**config.mk**
```make
export PLATFORM = sky130hd
export DESIGN_NAME = csr_core_status
export DESIGN_NICKNAME = d
export VERILOG_FILES = /design/src/core/csr_pkg.sv /design/src/core/csr_flag_bit.sv /design/src/core/csr_core_status.sv
export SDC_FILE = /design/constraint.sdc
export NUM_CORES = 1
export LEC_CHECK = 0
export ABC_AREA = 1
export BUFFER_PORTS_ARGS = -buffer_cell sky130_fd_sc_hd__buf_2
export CAP_MARGIN = 5
export CORE_UTILIZATION = 40
export CTS_CLUSTER_DIAMETER = 80
export DETAILED_ROUTE_END_ITERATION = 8
export PLACE_DENSITY = 0.8
export SKIP_LAST_GASP = 1
export SLEW_MARGIN = 20
export SYNTH_ARGS = -nofsm -noshare
export SYNTH_HDL_FRONTEND = slang
export SYNTH_HIERARCHICAL = 1
export SYNTH_SLANG_ARGS = --single-unit
```
**constraint.sdc**
```tcl
create_clock -name i_clock -period 1 [get_ports i_clock]
set_input_delay 0.2 -clock i_clock [delete_from_list [all_inputs] [get_ports i_clock]]
set_output_delay 0.2 -clock i_clock [all_outputs]
set_load 0.1 [all_outputs]
```
**src/core/csr_pkg.sv**
```systemverilog
// Notes on behaviour
// - register holds alu flags, reset-cause bits and the page select bit.
// - any instruction may target this register like any other file register.
// - flag-updating instruction to this register: flags come from result, not data.
// - data writes never touch time-out and power-down bits; only hw events do.
// - clear-file on this register gives 000u u1uu.
// - bit clear, bit set, move-from-w leave flags alone; data lands exactly.
// - power-on: bit7,bit5 zero; bits 4,3 one; bits 2..0 zero; 4,3 read-only.
// - bit 6 has no storage and reads zero.
// - pin wake flag set on pin-change wake reset, cleared on other resets.
// - bit 5 is the page select: one = page 1, zero = page 0.
// - time-out bit set by power-up, wdog clear, sleep; cleared by wdog time-out.
// - power-down bit set by power-up, wdog clear; cleared by sleep.
package csr_pkg;
  // ---------------------------------------------------------------
  // register address and bit positions
  // ---------------------------------------------------------------
  localparam logic [7:0] CSR_OFFSET = 8'h03;
  localparam int CSR_BIT_WAKE = 7;
  localparam int CSR_BIT_PAGE = 5;
  localparam int CSR_BIT_TO = 4;
  localparam int CSR_BIT_PD = 3;
  localparam int CSR_BIT_Z = 2;
  localparam int CSR_BIT_DC = 1;
  localparam int CSR_BIT_C = 0;
  // ---------------------------------------------------------------
  // reset values
  // ---------------------------------------------------------------
  localparam logic CSR_RST_WAKE = 1'b0;
  localparam logic CSR_RST_PAGE = 1'b0;
  localparam logic CSR_RST_TO = 1'b1;
  localparam logic CSR_RST_PD = 1'b1;
  localparam logic [2:0] CSR_RST_FLAGS = 3'h0;
  // ---------------------------------------------------------------
  // carriers
  // ---------------------------------------------------------------
  typedef struct packed {
    logic z;
    logic dc;
    logic c;
  } csr_flags_s;
  typedef struct packed {
    logic wdog_clear_op;
    logic sleep_op;
    logic wdog_timeout;
    logic pin_wake_reset;
    logic other_reset;
  } csr_events_s;
endpackage : csr_pkg

```
**src/core/csr_flag_bit.sv**
```systemverilog
`timescale 1ns/1ps
`default_nettype none
// one hardware-owned bit: set beats clear, data never reaches it
module csr_flag_bit #(
  parameter logic RST_VAL = 1'b1
) (
  // clock and reset
  input wire logic i_clock,
  input wire logic i_rst_b,
  // events
  input wire logic i_set,
  input wire logic i_clr,
  // state
  output logic o_q
);
  logic q_q;
  logic q_d;
  assign q_d = i_set ? 1'b1 : (i_clr ? 1'b0 : q_q);
  always_ff @(posedge i_clock or negedge i_rst_b) begin
    if (!i_rst_b) begin
      q_q <= RST_VAL;
    end else begin
      q_q <= q_d;
    end
  end
  assign o_q = q_q;
endmodule : csr_flag_bit
`default_nettype wire

```
**src/core/csr_core_status.sv**
```systemverilog
`timescale 1ns/1ps
`default_nettype none
module csr_core_status (
  // clock and reset
  input wire logic i_clock,
  input wire logic i_rst_b,
  // register port (destination write in the write phase)
  input wire logic [7:0] i_addr,
  input wire logic [7:0] i_wdata,
  input wire logic i_wr,
  input wire logic i_rd,
  output logic [7:0] o_rdata,
  // alu flag update for the same instruction
  input wire logic i_flag_upd,
  input wire csr_pkg::csr_flags_s i_flags,
  // hardware events
  input wire csr_pkg::csr_events_s i_evt,
  // live state
  output logic [7:0] o_status,
  output logic o_page_select_bit
);
  // ---------------------------------------------------------------
  // decode
  // ---------------------------------------------------------------
  wire hit_wr;
  wire hit_rd;
  wire data_wr_flags;
  wire [7:0] cur;
  assign hit_wr = i_wr && (i_addr == csr_pkg::CSR_OFFSET);
  assign hit_rd = i_rd && (i_addr == csr_pkg::CSR_OFFSET);
  // bit ops and move-from-w come without i_flag_upd, so data lands exactly
  assign data_wr_flags = hit_wr && !i_flag_upd;
  // ---------------------------------------------------------------
  // storage
  // ---------------------------------------------------------------
  logic pin_wake_flag_q;
  logic page_select_bit_q;
  logic [2:0] flags_q;
  logic [2:0] flags_d;
  logic wdog_expired_n;
  logic sleep_entered_n;
  // alu result overrides data; clear-file sends z=1 via i_flags
  assign flags_d = i_flag_upd ? i_flags :
                   (data_wr_flags ? i_wdata[2:0] : flags_q);
  always_ff @(posedge i_clock or negedge i_rst_b) begin
    if (!i_rst_b) begin
      page_select_bit_q <= csr_pkg::CSR_RST_PAGE;
      flags_q <= csr_pkg::CSR_RST_FLAGS;
    end else begin
      if (hit_wr) begin
        page_select_bit_q <= i_wdata[csr_pkg::CSR_BIT_PAGE];
      end
      flags_q <= flags_d;
    end
  end
  // wake flag: written by data, set by wake reset (set wins), other clears
  always_ff @(posedge i_clock or negedge i_rst_b) begin
    if (!i_rst_b) begin
      pin_wake_flag_q <= csr_pkg::CSR_RST_WAKE;
    end else if (i_evt.pin_wake_reset) begin
      pin_wake_flag_q <= 1'b1;
    end else if (i_evt.other_reset) begin
      pin_wake_flag_q <= 1'b0;
    end else if (hit_wr) begin
      pin_wake_flag_q <= i_wdata[csr_pkg::CSR_BIT_WAKE];
    end
  end
  // time-out and power-down are hardware only; no data path reaches them
  csr_flag_bit #(
    .RST_VAL(csr_pkg::CSR_RST_TO)
  ) u_to (
    .i_clock(i_clock),
    .i_rst_b(i_rst_b),
    .i_set(i_evt.wdog_clear_op || i_evt.sleep_op),
    .i_clr(i_evt.wdog_timeout),
    .o_q(wdog_expired_n)
  );
  csr_flag_bit #(
    .RST_VAL(csr_pkg::CSR_RST_PD)
  ) u_pd (
    .i_clock(i_clock),
    .i_rst_b(i_rst_b),
    .i_set(i_evt.wdog_clear_op),
    .i_clr(i_evt.sleep_op),
    .o_q(sleep_entered_n)
  );
  // ---------------------------------------------------------------
  // read back
  // ---------------------------------------------------------------
  assign cur = {pin_wake_flag_q, 1'b0, page_select_bit_q,
                wdog_expired_n, sleep_entered_n, flags_q};
  always_ff @(posedge i_clock or negedge i_rst_b) begin
    if (!i_rst_b) begin
      o_rdata <= 8'h00;
    end else begin
      o_rdata <= hit_rd ? cur : 8'h00;
    end
  end
  assign o_status = cur;
  assign o_page_select_bit = page_select_bit_q;
endmodule : csr_core_status
`default_nettype wire

```
# After elaboration in Yosys (flattened, before gate mapping)
# Cells that the tools add are included.
# word_totals
ff_bits	15
inputBits	29
output_inout_bits	17
wordCells	26
# classes
n_eq_ne	1
n_mux	10
reduce_logical	9
# ops
op	n
$eq 8x2->1 const B	1
$mux 8	1
$mux 1	7
$mux 3	2
$reduce_bool 2->1	3
$logic_and 1x1->1	3
$reduce_bool 3->1	1
$logic_not 1->1	1
$logic_or 1x1->1	1

# Logic depth before layout (Yosys ltp)
# depth
word_depth	5
ltp_mapped	7
mapped_depth_nobuf	7

# Modules after synthesis
# The synthesis kept the hierarchy.
# modules_own_cells
mod	instances	cells_per_inst	area_each_um2	seq_area_each_um2
csr_core_status	1	78	623.1	300.3
csr_flag_bit	2	5	41.3	26.3

# Least setup slack after synthesis
# Ideal clock, no wire load.
# synth_timing
kind	register -> output
from	reg page_select_bit_q, in the netlist o_page_select_bit
to	out o_status[5]
t_arrival_ns	1.356
t_required_ns	0.800
slack_ns	-0.556
path_stages_with_launch	2
path_buffers	1
path_cell_list	dfrtp_1 -> buf_4
# synth_rtl
element	line_no	text
start: declaration	csr_core_status.sv:37	logic page_select_bit_q;
start signal: assignment	csr_core_status.sv:47	page_select_bit_q <= csr_pkg::CSR_RST_PAGE;
start signal: assignment	csr_core_status.sv:51	page_select_bit_q <= i_wdata[csr_pkg::CSR_BIT_PAGE];
end: declaration	csr_core_status.sv:19	output logic [7:0] o_status,
# No word-level cell between the ends.

# Worst setup path in the final report
# layout_timing
from	reg u_pd.q_q, in the netlist u_pd/o_q
to	out o_status[3]
# layout_rtl
element	line_no	text
start: declaration	csr_flag_bit.sv:16	logic q_q;
start signal: assignment	csr_flag_bit.sv:23	q_q <= q_d;
# No word-level cell between the ends.

==> impl_metrics.py <==
metrics = {
    "status": {
        "status": "finished, violations left",
        "violations": "DRC, setup timing",
    },
    "drt": {
        "drtAntennaViolNets": 0,
        "wl_per_cell_um": 11.31,
        "viasPerCell": 4.576,
        "drt_wl_total_um": 1708,
        "vias": 691,
        "drt-initial-drc-count": 18,
        "drc": 3,
        "dr.pass1.iters": 6,
    },
    "placed_design": {
        "dp_hpwl_um": 1298,
        "portBuffers": 40,
        "place_area_um2": 1126,
        "gp_congestion": 0.7086,
    },
    "timing": {
        "max_freq_mhz": 807.8,
        "slew_viol_final": 0,
        "finalWorstSetupSlack_ns": -0.2379,
        "finClkSkew_ns": 0.0005435,
        "hold_viol_final": 0,
        "rsz0062_at_grt": "yes",
        "period_minus_slack_ns": 1.238,
        "setup-violations-final": 15,
        "min_period_over_period_pct": 123.8,
        "fin_hold_ws_ns": 0.1136,
    },
    "clock_network": {
        "cts_buffers": 3,
        "clk-insertion-delay-late_ns": 0.28,
        "cts.sinks": 14,
        "clk_pin_slew_ns": 0.09,
        "cts_htree_levels": 1,
        "cts-root-buf": "clkbuf_4",
        "cts_tree": "yes",
        "clockBufferDepth": 2,
    },
    "cells_and_area": {
        "n_antenna_cell": 0,
        "fin_area_um2": 1225,
        "layout_commonest_cell": "nand2_1",
        "final_cell_mix": "nand2_1, buf_2, inv_1",
        "fin_nets": 165,
        "area_delta_synth_final_pct": 73.58,
        "drive_above_1_share_pct": 53.33,
    },
    "grt": {
        "antenna_found_initial": 0,
        "grt_max_degree": 15,
        "grt_pass1_vias": 724,
        "grt_pass1_wl_um": 3022,
        "grt_remaining_overflow": 0,
        "track_usage_pct": 22.10,
    },
    "logic_synthesis": {
        "yosys.area_share.simple_pct": 30.67,
        "synth-compound-area-share_pct": 1.773,
        "synth_top_family_by_area": "simple AND/OR/NAND/NOR gates",
        "synth_mux_area_share_pct": 0,
        "avgSynthCellArea_um2": 8.019,
        "synth.ff_latch_count": 14,
        "ys_types": 16,
        "syn_area_um2": 705.7,
        "synth_xor_area_share_pct": 0,
        "synthAdderAreaFrac_pct": 0,
        "yosys_warnings": 6,
        "synth_seq_area_share_pct": 50.00,
        "synth_cells": 88,
    },
    "worst_hold_path": {
        "hp-start": "i_evt[4]",
        "min_to": "u_pd/o_q$_DFFE_PN1P_",
        "hold_path.class": "in -> reg",
        "hold_depth": 3,
    },
    "critical_path": {
        "start_kind": "flop",
        "r2r_setup_slack_ns": 0.09,
        "cp-end-kind": "primary output",
        "max_stage_delay_ns": 0.57,
        "arrival_ns": 1.04,
        "crit_buf_inv": 1,
        "worstReg2RegEnd": "pin_wake_flag_q$_DFFE_PN0P_",
        "cp.depth": 1,
        "cp_top_family": "flip-flops",
        "critPathRequiredTime_ns": 0.80,
        "reg2reg_from": "pin_wake_flag_q$_DFFE_PN0P_",
        "r2r.worst_path.cells": 4,
        "cp_max_fo": 2,
        "slowest_stage": "dfstp_2",
        "crit_path_cell_trace": "buf_12",
        "worst-setup-path-type": "reg -> out",
    },
    "flow_run": {
        "drv_cap": 0,
    },
    "floorplanning": {
        "die_h_um": 44,
        "io_pins": 46,
        "initial_utilization_pct": 44.76,
        "rows": 14,
        "die_x_um": 44,
        "coreArea_um2": 1577,
        "die-area_um2": 1936,
    },
    "power": {
        "finalPower_uw": 1566,
        "peakVddDrop_mv": 0.8723,
        "cellLeakagePower_uw": 0.0006763,
        "pwr_density_cell_nw_per_um2": 1278,
    },
}
==> worst max path at each step <==
stage | startpoint | to
final | u_pd/o_q$_DFFE_PN1P_ | o_status[3]
after global routing | u_pd/o_q$_DFFE_PN1P_ | o_status[3]
after CTS | u_pd/o_q$_DFFE_PN1P_ | o_status[3]
after detailed placement | i_addr[7] | flags_q[1]$_DFFE_PN0P_
after global placement | u_pd/o_q$_DFFE_PN1P_ | o_status[3]
after floorplan | o_page_select_bit$_DFFE_PN0P_ | o_status[5]
==> state kept, by name, summed over array words and instances, names as in the netlist <==
register           flops
pin_wake_flag_q        1
u_pd/o_q               1
flags_q                3
u_to/o_q               1
o_page_select_bit      1
o_rdata                7
==> layer usage <==
| layer | vias to the layer above | wire (um) | global-route usage [%] |
|---|---|---|---|
| met2 | 30 | 941 | 39.12 |
| met4 | 0 | 46 | 13.33 |
| met3 | 5 | 66 | 5.000 |
| met1 | 318 | 653 | 23.53 |
| met5 | - | 0 | 0 |
| li1 | 338 | - | - |
==> logic make-up after synthesis <==
logic type / after synthesis
flip-flops: 14
other: 1
buffers and inverters: 26
AO/OA/AOI/OAI: 2
AND/OR/NAND/NOR: 45
==> cells in the mapped netlist (all sizes together) <==
| cell type | instances | area share [%] |
|---|---|---|
| o21ai | 1 | 0.71 |
| conb | 1 | 0.53 |
| nand2 | 28 | 16 |
| nor2 | 10 | 7.4 |
| or2 | 1 | 0.89 |
| dfrtp | 12 | 43 |
| nand3 | 6 | 6.7 |
| inv | 20 | 11 |
| buf | 6 | 6.4 |
| o21bai | 1 | 1.1 |
| dfstp | 2 | 7.4 |
==> power breakdown <==
part | switching [uW] | total (uW) | internal, uW
Clock | 194 | 416 | 222
Combinational | 329 | 524 | 195
Sequential | 29.2 | 626 | 597
==> cell type report <==
class	count	area (um^2)
inverters	20	75.07
repair buffers	48	488.0
flip-flops and latches	14	369.1
multi-input cells	49	236.5
clock buffers	4	36.28
well taps	16	20.02
fillers	95	351.6
==> stage by stage <==
stage / setup TNS [ns] / utilization (%) / setup WS, ns / instances
2_1_floorplan: -0.1533 / - / -0.1533 / 89
3_3_place_gp: 0 / 71.43 / 0.08031 / 139
3_5_place_dp: 0 / 71.43 / 0.04041 / 139
4_1_cts: -1.711 / 77.22 / -0.2293 / 150
5_1_grt: -2.146 / 77.70 / -0.2627 / 151
6_report: -1.712 / 77.70 / -0.2379 / 151
==> repair_timing <==
action	in CTS	in global routing
gates resized for setup	0	0
cloned	0	0
pin swaps	0	0
hold buffers	1	0
setup buffers	6	1
endpoints found under the hold margin	12	0
endpoints found under the setup margin	15	15
Note: power is estimated with default switching activity, not from simulation.
